<file path="src/scic_consts.svh">
// constants for the system clock input configuration block
`ifndef SCIC_CONSTS_SVH
`define SCIC_CONSTS_SVH

// ----------------------------------------------------------------
// register indices (byte address = index * 4)
// ----------------------------------------------------------------
`define SCIC_IDX_UPDATE 12'h00f
`define SCIC_IDX_FB_DIV 12'h200
`define SCIC_IDX_CONFIG 12'h201
`define SCIC_IDX_REF_B0 12'h202
`define SCIC_IDX_REF_B1 12'h203
`define SCIC_IDX_REF_B2 12'h204
`define SCIC_IDX_REF_B3 12'h205
`define SCIC_IDX_STAB_B0 12'h206
`define SCIC_IDX_STAB_B1 12'h207
`define SCIC_IDX_STAB_B2 12'h208
`define SCIC_IDX_STATUS 12'h209

// ----------------------------------------------------------------
// fields and reset values
// ----------------------------------------------------------------
`define SCIC_UPDATE_CODE 8'h01
`define SCIC_CFG_DOUBLER 0
`define SCIC_CFG_PREDIV_LO 1
`define SCIC_CFG_PREDIV_HI 2
`define SCIC_CFG_XTAL 3
`define SCIC_CFG_RESET 4'h8
`define SCIC_FB_DIV_RESET 8'h00
`define SCIC_REF_RESET 28'h0000000
`define SCIC_STAB_RESET 20'h00032
`define SCIC_NIBBLE_MASK 8'h0f

// ----------------------------------------------------------------
// timing
// ----------------------------------------------------------------
`define SCIC_CLK_HZ 100000000
`define SCIC_MS_PER_S 1000
`define SCIC_CYC_PER_MS (`SCIC_CLK_HZ / `SCIC_MS_PER_S)

`endif

</file>
<file path="src/scic_pkg.sv">
// types for the system clock input configuration block
package scic_pkg;
    typedef enum logic [1:0] {
        SCIC_TMR_HALT,
        SCIC_TMR_WAIT_LOCK,
        SCIC_TMR_COUNT,
        SCIC_TMR_STABLE
    } scic_tmr_state_t;

    typedef enum logic [1:0] {
        SCIC_PREDIV_1,
        SCIC_PREDIV_2,
        SCIC_PREDIV_4,
        SCIC_PREDIV_8
    } scic_prediv_t;
endpackage : scic_pkg

</file>
<file path="src/scic_top.sv">
// system clock input configuration and stability qualification
`timescale 1ns/1ns
`include "scic_consts.svh"
module scic_top
    import scic_pkg::*;
#(
    parameter int CYC_PER_MS = `SCIC_CYC_PER_MS
) (
    input wire logic core_clk,
    input wire logic rst,
    // avalon-mm slave, byte address
    input wire logic [13:0] avs_address,
    input wire logic avs_read,
    input wire logic avs_write,
    input wire logic [31:0] avs_writedata,
    input wire logic [3:0] avs_byteenable,
    output logic [31:0] avs_readdata,
    output logic avs_waitrequest,
    // analog side
    input wire logic pll_locked,
    output logic xtal_amp_enable,
    output logic [1:0] input_predivider,
    output logic doubler_stage,
    output logic [27:0] ref_freq_hz,
    output logic [7:0] fb_divider,
    output logic system_clock_input_stable,
    output logic update_pulse
);
    // ----------------------------------------------------------------
    // helpers
    // ----------------------------------------------------------------
    function automatic logic [7:0] merge_byte(input logic [7:0] old, input logic [7:0] wd, input logic be);
        merge_byte = be ? wd : old;
    endfunction : merge_byte

    function automatic logic [11:0] word_index(input logic [13:0] addr);
        word_index = addr[13:2];
    endfunction : word_index

    function automatic logic in_span(input logic [11:0] i, input logic [11:0] lo, input logic [11:0] hi);
        in_span = i >= lo && i <= hi;
    endfunction : in_span

    // ----------------------------------------------------------------
    // bus handshake
    // ----------------------------------------------------------------
    // one wait state: the request is taken on the edge where waitrequest is low;
    // waitrequest is a flop of its own so the master never sees a decode glitch
    logic req;
    logic ack;
    logic wr_take;
    logic [11:0] idx;
    logic [7:0] wb;

    assign req = avs_read || avs_write;
    assign ack = !avs_waitrequest;
    assign wr_take = avs_write && ack && avs_byteenable[0];
    assign idx = word_index(avs_address);
    assign wb = avs_writedata[7:0];

    always_ff @(posedge core_clk or posedge rst) begin
        if (rst) begin
            avs_waitrequest <= 1'b1;
        end else begin
            // a request still held after its accepting edge counts as a new one
            avs_waitrequest <= !(req && avs_waitrequest);
        end
    end

    // ----------------------------------------------------------------
    // write decode
    // ----------------------------------------------------------------
    logic wr_cfg;
    logic wr_fb;
    logic wr_ref;

    assign wr_cfg = wr_take && idx == `SCIC_IDX_CONFIG;
    assign wr_fb = wr_take && idx == `SCIC_IDX_FB_DIV;
    assign wr_ref = wr_take && in_span(idx, `SCIC_IDX_REF_B0, `SCIC_IDX_REF_B3);

    // ----------------------------------------------------------------
    // configuration register
    // ----------------------------------------------------------------
    localparam logic [3:0] CFG_RESET = `SCIC_CFG_RESET;
    logic [3:0] cfg;

    always_ff @(posedge core_clk or posedge rst) begin
        if (rst) begin
            cfg <= CFG_RESET;
        end else if (wr_cfg) begin
            cfg <= wb[3:0];
        end
    end

    always_ff @(posedge core_clk or posedge rst) begin
        if (rst) begin
            xtal_amp_enable <= CFG_RESET[`SCIC_CFG_XTAL];
        end else begin
            xtal_amp_enable <= cfg[`SCIC_CFG_XTAL];
        end
    end

    always_ff @(posedge core_clk or posedge rst) begin
        if (rst) begin
            input_predivider <= SCIC_PREDIV_1;
        end else begin
            // predivider code selects /1 /2 /4 /8
            input_predivider <= cfg[`SCIC_CFG_PREDIV_HI:`SCIC_CFG_PREDIV_LO];
        end
    end

    always_ff @(posedge core_clk or posedge rst) begin
        if (rst) begin
            doubler_stage <= CFG_RESET[`SCIC_CFG_DOUBLER];
        end else begin
            // doubler switch, no duty-cycle check here
            doubler_stage <= cfg[`SCIC_CFG_DOUBLER];
        end
    end

    // ----------------------------------------------------------------
    // feedback divider and reference frequency
    // ----------------------------------------------------------------
    logic [7:0] fb_div;
    logic [27:0] ref_freq;

    // reset zero, range left to software
    always_ff @(posedge core_clk or posedge rst) begin
        if (rst) begin
            fb_div <= `SCIC_FB_DIV_RESET;
        end else if (wr_fb) begin
            fb_div <= wb;
        end
    end

    // low byte first, top nibble only
    always_ff @(posedge core_clk or posedge rst) begin
        if (rst) begin
            ref_freq <= `SCIC_REF_RESET;
        end else if (wr_ref) begin
            case (idx)
                `SCIC_IDX_REF_B0: ref_freq[7:0] <= wb;
                `SCIC_IDX_REF_B1: ref_freq[15:8] <= wb;
                `SCIC_IDX_REF_B2: ref_freq[23:16] <= wb;
                `SCIC_IDX_REF_B3: ref_freq[27:24] <= wb[3:0];
                default: ref_freq <= ref_freq;
            endcase
        end
    end

    always_ff @(posedge core_clk or posedge rst) begin
        if (rst) begin
            ref_freq_hz <= `SCIC_REF_RESET;
        end else begin
            ref_freq_hz <= ref_freq;
        end
    end

    always_ff @(posedge core_clk or posedge rst) begin
        if (rst) begin
            fb_divider <= `SCIC_FB_DIV_RESET;
        end else begin
            fb_divider <= fb_div;
        end
    end

    // ----------------------------------------------------------------
    // stability period and update strobe
    // ----------------------------------------------------------------
    logic [19:0] stab_period;
    logic stab_written;
    logic upd_take;

    assign stab_written = wr_take && in_span(idx, `SCIC_IDX_STAB_B0, `SCIC_IDX_STAB_B2);
    // update strobe is 0x01 to the update register
    assign upd_take = wr_take && idx == `SCIC_IDX_UPDATE && wb == `SCIC_UPDATE_CODE;

    always_ff @(posedge core_clk or posedge rst) begin
        if (rst) begin
            stab_period <= `SCIC_STAB_RESET;
        end else if (stab_written) begin
            case (idx)
                `SCIC_IDX_STAB_B0: stab_period[7:0] <= merge_byte(stab_period[7:0], wb, 1'b1);
                `SCIC_IDX_STAB_B1: stab_period[15:8] <= merge_byte(stab_period[15:8], wb, 1'b1);
                `SCIC_IDX_STAB_B2: stab_period[19:16] <= wb[3:0];
                default: stab_period <= stab_period;
            endcase
        end
    end

    always_ff @(posedge core_clk or posedge rst) begin
        if (rst) begin
            update_pulse <= 1'b0;
        end else begin
            update_pulse <= upd_take;
        end
    end

    // ----------------------------------------------------------------
    // lock synchroniser
    // ----------------------------------------------------------------
    // pll lock comes from the analog side; accept a change once stages 2 and 3 agree
    logic [2:0] lock_sync;
    logic lock_q;

    always_ff @(posedge core_clk or posedge rst) begin
        if (rst) begin
            lock_sync <= 3'h0;
        end else begin
            lock_sync <= {lock_sync[1:0], pll_locked};
        end
    end

    always_ff @(posedge core_clk or posedge rst) begin
        if (rst) begin
            lock_q <= 1'b0;
        end else if (lock_sync[1] == lock_sync[2]) begin
            lock_q <= lock_sync[2];
        end
    end

    // ----------------------------------------------------------------
    // stability timer
    // ----------------------------------------------------------------
    scic_tmr_state_t state;
    scic_tmr_state_t next_state;
    logic [19:0] ms_count;
    logic ms_tick;
    logic restart_tick;

    assign restart_tick = state != SCIC_TMR_COUNT;

    scic_ms_tick #(
        .CYC_PER_MS(CYC_PER_MS)
    ) u_ms_tick (
        .core_clk(core_clk),
        .rst(rst),
        .restart(restart_tick),
        .tick(ms_tick)
    );

    always_comb begin
        next_state = state;
        case (state)
            SCIC_TMR_HALT: begin
                // resume only on the update strobe
                if (upd_take) begin
                    next_state = SCIC_TMR_WAIT_LOCK;
                end
            end
            SCIC_TMR_WAIT_LOCK: begin
                if (lock_q) begin
                    next_state = SCIC_TMR_COUNT;
                end
            end
            SCIC_TMR_COUNT: begin
                if (!lock_q) begin
                    next_state = SCIC_TMR_WAIT_LOCK;
                end else if (ms_tick && ms_count + 20'h1 >= stab_period) begin
                    next_state = SCIC_TMR_STABLE;
                end
            end
            SCIC_TMR_STABLE: begin
                if (!lock_q) begin
                    next_state = SCIC_TMR_WAIT_LOCK;
                end
            end
            default: next_state = SCIC_TMR_WAIT_LOCK;
        endcase
        // applied last so a period write outranks any lock event
        // a period write stops and clears the timer
        if (stab_written) begin
            next_state = SCIC_TMR_HALT;
        end
    end

    always_ff @(posedge core_clk or posedge rst) begin
        if (rst) begin
            state <= SCIC_TMR_WAIT_LOCK;
        end else begin
            state <= next_state;
        end
    end

    always_ff @(posedge core_clk or posedge rst) begin
        if (rst) begin
            ms_count <= 20'h0;
        end else if (next_state != SCIC_TMR_COUNT || state != SCIC_TMR_COUNT) begin
            ms_count <= 20'h0;
        end else if (ms_tick) begin
            ms_count <= ms_count + 20'h1;
        end
    end

    always_ff @(posedge core_clk or posedge rst) begin
        if (rst) begin
            system_clock_input_stable <= 1'b0;
        end else begin
            system_clock_input_stable <= next_state == SCIC_TMR_STABLE;
        end
    end

    // ----------------------------------------------------------------
    // read path
    // ----------------------------------------------------------------
    logic [7:0] rd_byte;

    always_comb begin
        case (idx)
            `SCIC_IDX_FB_DIV: rd_byte = fb_div;
            `SCIC_IDX_CONFIG: rd_byte = {4'h0, cfg};
            `SCIC_IDX_REF_B0: rd_byte = ref_freq[7:0];
            `SCIC_IDX_REF_B1: rd_byte = ref_freq[15:8];
            `SCIC_IDX_REF_B2: rd_byte = ref_freq[23:16];
            `SCIC_IDX_REF_B3: rd_byte = {4'h0, ref_freq[27:24]};
            `SCIC_IDX_STAB_B0: rd_byte = stab_period[7:0];
            `SCIC_IDX_STAB_B1: rd_byte = stab_period[15:8];
            `SCIC_IDX_STAB_B2: rd_byte = {4'h0, stab_period[19:16]};
            `SCIC_IDX_STATUS: rd_byte = {5'h00, lock_q, state == SCIC_TMR_COUNT, state == SCIC_TMR_STABLE};
            default: rd_byte = 8'h00;
        endcase
    end

    always_ff @(posedge core_clk or posedge rst) begin
        if (rst) begin
            avs_readdata <= 32'h0;
        end else if (avs_read && !ack) begin
            avs_readdata <= {24'h0, rd_byte};
        end
    end
endmodule : scic_top

</file>
<file path="src/scic_ms_tick.sv">
// millisecond tick generator, restartable
`timescale 1ns/1ns
`include "scic_consts.svh"
module scic_ms_tick #(
    parameter int CYC_PER_MS = `SCIC_CYC_PER_MS
) (
    input wire logic core_clk,
    input wire logic rst,
    input wire logic restart,
    output logic tick
);
    localparam int CW = $clog2(CYC_PER_MS + 1);
    localparam logic [CW-1:0] LAST = CW'(CYC_PER_MS - 1);

    logic [CW-1:0] cnt;

    always_ff @(posedge core_clk or posedge rst) begin
        if (rst) begin
            cnt <= '0;
        end else if (restart || cnt == LAST) begin
            cnt <= '0;
        end else begin
            cnt <= cnt + CW'(1);
        end
    end

    always_ff @(posedge core_clk or posedge rst) begin
        if (rst) begin
            tick <= 1'b0;
        end else begin
            tick <= !restart && cnt == LAST;
        end
    end
endmodule : scic_ms_tick

</file>
<file path="config.mk">
export PLATFORM = sky130hd
export DESIGN_NAME = scic_top
export DESIGN_NICKNAME = d
export VERILOG_FILES = /design/src/scic_pkg.sv /design/src/scic_top.sv /design/src/scic_ms_tick.sv
export VERILOG_INCLUDE_DIRS = /design/src /design/src/src
export SDC_FILE = /design/constraint.sdc
export NUM_CORES = 1
export LEC_CHECK = 0
export BUFFER_PORTS_ARGS = -buffer_cell sky130_fd_sc_hd__buf_2
export CELL_PAD_IN_SITES_DETAIL_PLACEMENT = 1
export CELL_PAD_IN_SITES_GLOBAL_PLACEMENT = 1
export CORE_ASPECT_RATIO = 1.4
export CORE_MARGIN = 2
export CORE_UTILIZATION = 50
export CTS_BUF_LIST = sky130_fd_sc_hd__clkbuf_4 sky130_fd_sc_hd__clkbuf_8
export DETAILED_ROUTE_END_ITERATION = 8
export GPL_TIMING_DRIVEN = 0
export PLACE_DENSITY = 0.87
export SETUP_SLACK_MARGIN = 0.15
export SLEW_MARGIN = 20
export SYNTH_ARGS = -nofsm -noshare
export SYNTH_HDL_FRONTEND = slang
export SYNTH_HIERARCHICAL = 1
export SYNTH_SLANG_ARGS = --single-unit
</file>
<file path="constraint.sdc">
create_clock -name core_clk -period 8.1 [get_ports core_clk]
set_input_delay 2.43 -clock core_clk [delete_from_list [all_inputs] [get_ports core_clk]]
set_output_delay 2.43 -clock core_clk [all_outputs]
set_load 0.005 [all_outputs]
</file>
==> Word-level counts from Yosys, hierarchy flattened <==
Index checks and enable logic that the tools add are counted.
{ "classes": {"reduce_logical": 29, "n_lt_le_gt_ge": 5, "n_eq_ne": 20, "n_mux": 11, "addsub": 2} }
{ "ops": {"columns": ["operator", "n"], "rows": [
  ["== test 12 x 10 -> 1 bit (second input constant)", 10],
  ["case mux 8 bit (10 select lines)", 1],
  ["two-way mux 20 bit", 2],
  [">= comparator 12 x 10 -> 1 bit (second input constant)", 2],
  ["<= comparator 12 x 10 -> 1 bit (second input constant)", 2],
  ["adder 20 x 1 -> 20 bit (second input constant)", 1],
  [">= comparator 20 bit", 1],
  ["adder 17 x 1 -> 17 bit (second input constant)", 1],
  ["== test 17 bit (second input constant)", 1],
  ["two-way mux 17 bit", 1],
  ["logical AND 1 bit", 14],
  ["AND reduction 2 bit", 7],
  ["== test 12 x 4 -> 1 bit (second input constant)", 1],
  ["two-way mux 2 bit", 6],
  ["== test 8 x 1 -> 1 bit (second input constant)", 1],
  ["case mux 2 bit (4 select lines)", 1],
  ["== test 2 bit (second input constant)", 3],
  ["inequality test 2 bit (second input constant)", 2],
  ["logical NOT 1 bit", 3],
  ["logical OR 1 bit", 3],
  ["== test 2 x 1 -> 1 bit (second input constant)", 1],
  ["logical NOT 2 bit", 1],
  ["nonzero test 2 bit", 1],
  ["== test 1 bit", 1]
]} }
{ "totals": {"elab_cells": 91, "output_inout_bits": 75, "ff_bits": 155, "input_bits": 55} }

==> Depth between registers and ports, before layout <==
Gate-level depths: netlist of run 1.
{ "logic_depth": {"depth_word": 11, "depth_mapped": 13, "mapped_depth_nobuf": 12} }

==> By module <==
The synthesis of run 1 kept the hierarchy.
{ "modules_own_cells": {"columns": ["mod", "cells_each", "seq_area_each_um2", "area_per_inst_um2", "instances"], "rows": [
  ["scic_top", 567, 3437.0, 6701.4, 1],
  ["scic_ms_tick", 91, 450.4, 892.1, 1]
]} }

==> Least setup slack after synthesis of run 1 <==
No wires, ideal clock.
{ "synth_path": {"path_kind": "input-to-reg", "startpoint": "input avs_address[6]", "endpoint": "register ref_freq[20]", "setup_slack_ps": 3941, "required_ps": 7975, "path_buffers": 0, "setup_time_ps": 125, "t_arrival_ps": 4034, "cell_stages": 5, "path_cell_list": "or4_4 -> nor2_4 -> nand4_4 -> nor4b_4 -> mux2_2"} }
{ "synth_via": {"elab_chain_cells": 4, "elab_cells_between_ends": 6, "classes_between": "2 x order compare; 1 x eq/ne; 3 x reduce/logical"} }
{ "synth_rtl": {"columns": ["item", "line", "source"], "rows": [
  ["start: declaration", "scic_top.sv:12", "input wire logic [13:0] avs_address,"],
  [">= comparator 12 x 10 -> 1 bit or <= comparator 12 x 10 -> 1 bit (tied branches)", "scic_top.sv:41", "in_span = i >= lo && i <= hi;"],
  ["logical AND 1 bit", "scic_top.sv:41", null],
  ["logical AND 1 bit", "scic_top.sv:79", "assign wr_ref = wr_take && in_span(idx, `SCIC_IDX_REF_B0, `SCIC_IDX_REF_B3);"],
  ["AND reduction 2 bit (no line) *", null, null],
  ["end signal: assignment", "scic_top.sv:139", "ref_freq <= `SCIC_REF_RESET;"],
  ["end signal: assignment", "scic_top.sv:144", "`SCIC_IDX_REF_B2: ref_freq[23:16] <= wb;"],
  ["end signal: assignment", "scic_top.sv:146", "default: ref_freq <= ref_freq;"],
  ["end: declaration", "scic_top.sv:125", "logic [27:0] ref_freq;"]
]} }
Every way passes the cells marked *; elsewhere a longest branch is shown, timed or not.
A chain may end at the register's enable or synchronous reset.

==> Worst setup path in the final report of run 1 <==
{ "layout_path": {"startpoint": "input avs_address[6]", "endpoint": "register ref_freq[6]"} }
The elaborated chain is that of the path after synthesis.

==> results of run 1 <==
-- per-layer routing --
| layer | up-vias | track usage (%) | wire (um) | part of all wire [%] |
|---|---|---|---|---|
| met5 | - | 0 | 0 | 0 |
| li1 | 2545 | - | - | - |
| met4 | 0 | 10.2 | 610 | 3.1 |
| met2 | 147 | 48.9 | 11100 | 56 |
| met1 | 2817 | 28.0 | 7390 | 37 |
| met3 | 51 | 5.10 | 788 | 4.0 |
-- power by group --
group / internal (uW) / leakage (uW) / switching [uW]
Sequential: 785 / 0.00213 / 12.1
Combinational: 39.8 / 0.00180 / 72.0
Clock: 231 / 0.000177 / 317
-- cells by family after synthesis --
logic type | share of synthesized area, %
xor+xnor | 6.00
flops | 51.2
other cells | 0.0494
fa+ha+maj | 3.76
simple gates | 14.6
compound gates | 7.79
mux | 11.4
buf+inv | 5.17
-- worst paths after layout --
path	cells past startpoint	startpoint	endpoint
min reg2reg	0	lock_sync[0]	lock_sync[1]
min	0	lock_sync[0]	lock_sync[1]
max reg2reg	12	ms_count[7]	ms_count[8]
max	5	avs_address[6]	ref_freq[6]
max in group asynchronous	3	rst	ref_freq_hz[21]
min in group asynchronous	2	rst	lock_sync[0]
-- stage by stage --
step | util (%) | area [um^2]
2_1_floorplan | - | 7680
3_3_place_gp | 55.4 | 8270
6_report | 58.2 | 8680
3_5_place_dp | 55.7 | 8310
5_1_grt | 58.2 | 8680
4_1_cts | 58.2 | 8680
-- registers in the layout (all words and copies together), names as in the netlist --
signal                     flops
update_pulse                   1
system_clock_input_stable      1
ms_count                      20
cfg                            4
state                          2
input_predivider               2
lock_sync                      3
fb_div                         8
avs_waitrequest                1
lock_q                         1
avs_readdata                   8
stab_period                   20
u_ms_tick/tick                 1
doubler_stage                  1
xtal_amp_enable                1
ref_freq_hz                   28
ref_freq                      28
fb_divider                     8
u_ms_tick/cnt                 17
-- cell usage in the layout (no fill, tap or decap), types with 5 or more instances in the layout --
cell and instances:
o21ai_0 15, nand3_1 20, clkbuf_1 19, mux2i_1 8, xor2_1 27, xnor2_1 25
and2_1 5, mux2_2 65, nor3_1 10, and3_1 7, nor2_1 41, buf_4 25
nand2b_1 5, a21oi_1 11, clkbuf_8 18, dfrtp_1 148, inv_1 23, nand2_1 35
ha_1 22, conb_1 24, nand4_1 20, a211oi_1 22, nor2b_1 6, buf_2 75
dfstp_2 7
-- final cells by class --
class / instances / share of cell area (%)
plain buffers: 52 / 3.49
clock buffers: 19 / 2.94
clock inverters: 13 / 1.27
inverters: 24 / 1.12
multi-input cells: 450 / 39.3
flip-flops and latches: 155 / 44.8
well taps: 192 / 2.77
repair buffers: 71 / 4.35
==> results.md, run 1 <==
* First-pass GRT wire length at 31900 um
* Post-Place Cells at 944
* Area of the mapped netlist at 7590 um^2
* Number of synthesized flops with an enable pin at 0
* Critical Path RT at 8.44 ns
* Slew headroom at 33.3%
* CP Capture Type: flop
* Cell row count at 53
* Tmin final at 4.36 ns
* Tot Pwr at 1460 uW
* Wire per inst at 20.4 um
* CTS HTree Levels at 4
* Die Width at 108 um
* Setup Viol. Count Final at 0
* Num CTS Buffers at 17
* Number of I/O port buffers at 70
* Worst-path fanout max at 8
* Highest Clock Rate at 229 MHz
* Starting Density at 50.9%
* Via density at 5.70
* Cells after Synth at 658
* Core Box Area at 14900 um^2
* Fin crit share at 53.8%
* Post-synth top area share at 48.8%
* Max Cap Viol at 0
* Total area of sequential cells at a little under 4000 um^2
* Ant. Diodes at 0
* Via count at roughly 5600
* Layout cell share with drive strength beyond 1 at 29.2%
* Top-count cell post-synth: dfrtp_1
* Die Height at 150 um
* Clock Tree Buf Depth at 2
* Clock Tree Root: clkbuf_8
* Postcts setup bufs at 0
* Cell variety after synth at 71
* Final Hold Slack at 0.379 ns
* Clock Sinks at roughly 160
* Worst-Skew Late Latency at 0.46 ns
* Clock Skew at 0.0173 ns
* Final Hold Viols at 0
* Largest net degree at the start of global routing at 115
* RSZ-0062 raised after global routing: false
* Delay-heaviest family, CP: simple AND/OR/NAND/NOR gates
* PwrDens at about 170 nW/um^2
* Vias in the first global route at ~6000
* Leakage at around 0.0041 uW
* Setup WS post-layout at ~3.7 ns
* Yosys top cell by area: dfrtp_1
* YS warnings at 6
* Crit path buf inv count at 1
* Avg Inst Size Synth at 11.5 um^2
* Worst-margin pin slew at about 1 ns
* DRC at 0
* Hold buffers post-CTS at 0
* Crit path launch type: primary input
* # IOs at 130
* Crit path cell chain: buf_2 > nor4_2 > nand3_1 > nor3_2 > mux2_2
* Total grt overflow at 0
* # fillers at 1584
* Initial antenna violation count at 0
* Final net count at 848
* GR Util All Layers at 25.9%
* Multi-input logic area at 3410 um^2
* DP HPWL at 14800 um
* Routability congestion estimate at 0.932
* Resized cells post-CTS at 0
* Post-synthesis register bit count at 155
* Max VDD drop at ~0.087 mV
* Non-Filler Instances at 976
* Status: completed
* Asr flop ratio synth at between 90% and 100%
* Syn-to-layout area delta at 14.3%
* Final ANT Viol Nets at 0
* Ys flop type: dfrtp_1
* Post-synthesis sequential area ratio at 51.2%
* Die Area at 16200 um^2
* First-pass DRT Iterations at 5
* Commonest cells in the netlist: 148 x dfrtp_1, 65 x mux2_2, 41 x nor2_1
* Slowest stage cell, crit path: nor3_2
* Main area contributors after synthesis: dfrtp_1 49%, mux2_2 9.6%, ha_1 3.6%
* Crit path largest cell delay at 0.79 ns
* Setup slack, reg-to-reg at 4.25 ns
* Pre-CTS setup slack at 3.31 ns
* Final wirelength at 19900 um
* Slew Viols, Final at 0
* TNS Setup at 0 ns
* Initial DRC Count at 250
* Setup Crit Path Kind: primary input to flop
* Crit path DAT at between 4 and 5 ns
* Worst hold-check path type: flop to flop
* Clk slew on worst S/H paths at about 0.090 ns
* CTS tree: done
No activity file was read; power rests on OpenSTA's default activity.
==> run 2, diff against run 1 <==
--- a/config.mk
+++ b/config.mk
@@ -11,11 +11,11 @@
 export CELL_PAD_IN_SITES_GLOBAL_PLACEMENT = 1
 export CORE_ASPECT_RATIO = 1.4
 export CORE_MARGIN = 2
-export CORE_UTILIZATION = 50
+export CORE_UTILIZATION = 46
 export CTS_BUF_LIST = sky130_fd_sc_hd__clkbuf_4 sky130_fd_sc_hd__clkbuf_8
 export DETAILED_ROUTE_END_ITERATION = 8
 export GPL_TIMING_DRIVEN = 0
-export PLACE_DENSITY = 0.87
+export PLACE_DENSITY = 0.81
 export SETUP_SLACK_MARGIN = 0.15
 export SLEW_MARGIN = 20
 export SYNTH_ARGS = -nofsm -noshare
==> constraint.sdc (replaced) <==
create_clock -name core_clk -period 4.3 [get_ports core_clk]
set_input_delay 1.29 -clock core_clk [delete_from_list [all_inputs] [get_ports core_clk]]
set_output_delay 1.29 -clock core_clk [all_outputs]
set_load 0.005 [all_outputs]
==> run 2 against run 1 <==
Clock power rose by 97%. First-iteration DRC count rose by 6.4%. Die area rose by 8.4%. Setup slack worse by 3.2 ns. Highest routed layer unchanged. Flip-flop and latch count is the same. Critical path depth up 7. Register-to-register slack got worse by 3.7 ns. Cell count rose by 1.1%. Wire length grew 0.76%. Largest cell class unchanged. Non-clock buffer count rose by 4. Largest power group unchanged. Global-route usage fell by 2.0 points. Utilization fell by 4.0 points.
==> results.md, run 2 (same netlist as run 1, synthesis figures left out) <==
* Multi-input logic area at 3410 um^2 (unchanged)
* Setup Crit Path Kind: flop to flop
* Met2 WL post-DR at 11000 um (-1.5%)
* Cell row count at 55 (+3.8%)
* Via count at 5571 (+0.20%)
* Initial DRC Count at 266 (+6.4%)
* Post-Place Cells at 955 (+1.2%)
* Hold buffers post-CTS at 0 (unchanged)
* Total grt overflow at 0 (unchanged)
* Clock Tree Buf Depth at 2 (unchanged)
* Initial antenna violation count at 1 (+1)
* Commonest non-fill, non-tap cell in the layout: dfrtp_1
* CTS tree: done
* TNS Setup at 0 ns (unchanged)
* Crit path launch type: flop
* Starting Density at 47.0% (-3.9 points)
* WHS Path Cells at 0 (unchanged)
* Sw Share at 27.0% (-0.57 points)
* Clock Tree Root: clkbuf_8
* Slew headroom at 39.4% (+6.1 points)
* Critical Path RT at 4.61 ns (-3.83 ns)
* Logic pwr share at 7.8% (about the same)
* Reg power frac at 53.8% (-0.9 points)
* Slew Viols, Final at 0 (unchanged)
* Num CTS Buffers at 17 (unchanged)
* Core Box Area at 16200 um^2 (+8.4%)
* First-pass GRT wire length at 32900 um (+3.1%)
* Resized cells post-CTS at 0 (unchanged)
* Clk slew on worst S/H paths at 0.09 ns (about the same)
* # fillers at 1733 (+9.4%)
* DRC at 0 (unchanged)
* Die Area at 17600 um^2 (+8.4%)
* Die Width at 113 um (+4.1%)
* PwrDens at 319 nW/um^2 (+90%)
* Total area of sequential cells at 3890 um^2 (unchanged)
* DP HPWL at 15000 um (+1.1%)
* Crit path DAT at 4.07 ns (-0.63 ns)
* Biggest regs: ref_freq x28, ref_freq_hz x28
* Fin crit share at 87.4%
* Worst-margin pin slew at 0.896 ns (-0.102 ns)
* Wire per inst at 20.3 um (-0.36%)
* Layout cell share with drive strength beyond 1 at 29.5% (+0.27 points)
* Via density at 5.64 (-0.92%)
* Worst-path fanout max at 10 (+2)
* Status: completed
* Clock Sinks at 155 (unchanged)
* Die Height at 156 um (+4.1%)
* Psw at 753 uW (+88%)
* Final Hold Viols at 0 (unchanged)
* Highest Clock Rate at 266 MHz
* GR Util All Layers at 23.9% (-2.0 points)
* Clock power frac at 38.5% (+0.9 points)
* Final ANT Viol Nets at 0 (unchanged)
* Pre-CTS setup slack at 0.569 ns (-2.74 ns)
* Clock Skew at 0.0121 ns (-0.00521 ns)
* Most frequent cells in the layout: 148 x dfrtp_1, 76 x buf_2, 65 x mux2_2
* Setup Viol. Count Final at 0 (unchanged)
* Max VDD drop at 0.232 mV (+170%)
* Vias in the first global route at 6187 (+3.3%)
* Number of I/O port buffers at 70 (unchanged)
* First-pass DRT Iterations at 6 (+1)
* RSZ-0062 raised after global routing: false
* Postcts setup bufs at 0 (unchanged)
* Setup WS post-layout at 0.541 ns (-3.20 ns)
* Routability congestion estimate at 0.860 (-7.7%)
* Met3 WL post-DR at 783 um (-0.63%)
* CP Capture Type: flop
* Final net count at 852 (+0.47%)
* Tmin final at 3.76 ns
* Max Cap Viol at 0 (unchanged)
* Syn-to-layout area delta at 15.4%
* Met1 Routed Length at 7530 um (+1.8%)
* Largest net degree at the start of global routing at 39 (-66%)
* CTS HTree Levels at 4 (unchanged)
* Reg2reg path depth at 12 (unchanged)
* # IOs at 130 (unchanged)
* Worst hold-check path type: flop to flop
* Top Metal Used: met4
* Worst-Skew Late Latency at 0.47 ns (about the same)
* Non-Filler Instances at 987 (+1.1%)
* Final wirelength at 20100 um (+0.76%)
* Leakage at 0.00414 uW (+0.78%)
* Int Pwr at 2040 uW (+93%)
[run 2: area by class of cell]
class	instances	area share [%]
clock inverter	13	1.51
antenna	1	0.0286
tap	199	2.84
timing repair buffer	75	5.05
sequential	155	44.4
buffer	52	3.45
inverter	24	1.07
multi-input combinational	450	38.9
clock buffer	18	2.83
[run 2: critical path: stages, from the launching register on]
cell,delay (ns)
dfrtp_1,0.44
ha_1,0.25
and3_1,0.30
and3_1,0.30
nand2_1,0.11
nor2_1,0.12
xor2_1,0.08
ha_1,0.29
nand4_1,0.17
or4_1,0.56
o211ai_1,0.41
clkbuf_1,0.40
a211oi_1,0.16
[run 2: routing by layer]
metal,vias up,track usage (%)
li1,2537,-
met1,2821,26.1
met2,155,43.3
met3,58,4.82
met4,0,12.5
met5,-,0
[run 2: final timing paths]
path	from	endpoint	slack, ns
worst max-delay path	ms_count[0]	ms_count[9]	0.54
worst min-delay path	lock_sync[0]	lock_sync[1]	0.38
worst max register to register	ms_count[0]	ms_count[9]	0.54
worst min register to register	lock_sync[0]	lock_sync[1]	0.38
max in group asynchronous	rst	fb_div[7]	2.43
min in group asynchronous	rst	ref_freq[19]	0.87
[run 2: power by group through the flow]
| stage | registers [uW] | logic (uW) | clock network, uW |
|---|---|---|---|
| 6_report | 1500 | 217 | 1080 |
| 5_1_grt | 1510 | 242 | 1160 |
| 3_3_place_gp | 1530 | 198 | 0 |
| 4_1_cts | 1500 | 217 | 1100 |
| 3_5_place_dp | 1530 | 216 | 0 |
| 2_1_floorplan | 1520 | 143 | 0 |
[run 2: through the flow]
step	total power [uW]	hold slack [ns]	utilization [%]	cell area (um^2)
floorplan	1670	0.331	-	7680
finish	2800	0.376	54.2	8760
global placement	1730	0.348	51.2	8280
global route	2910	0.385	54.2	8760
CTS	2820	0.382	54.2	8760
detailed placement	1750	0.362	51.8	8380
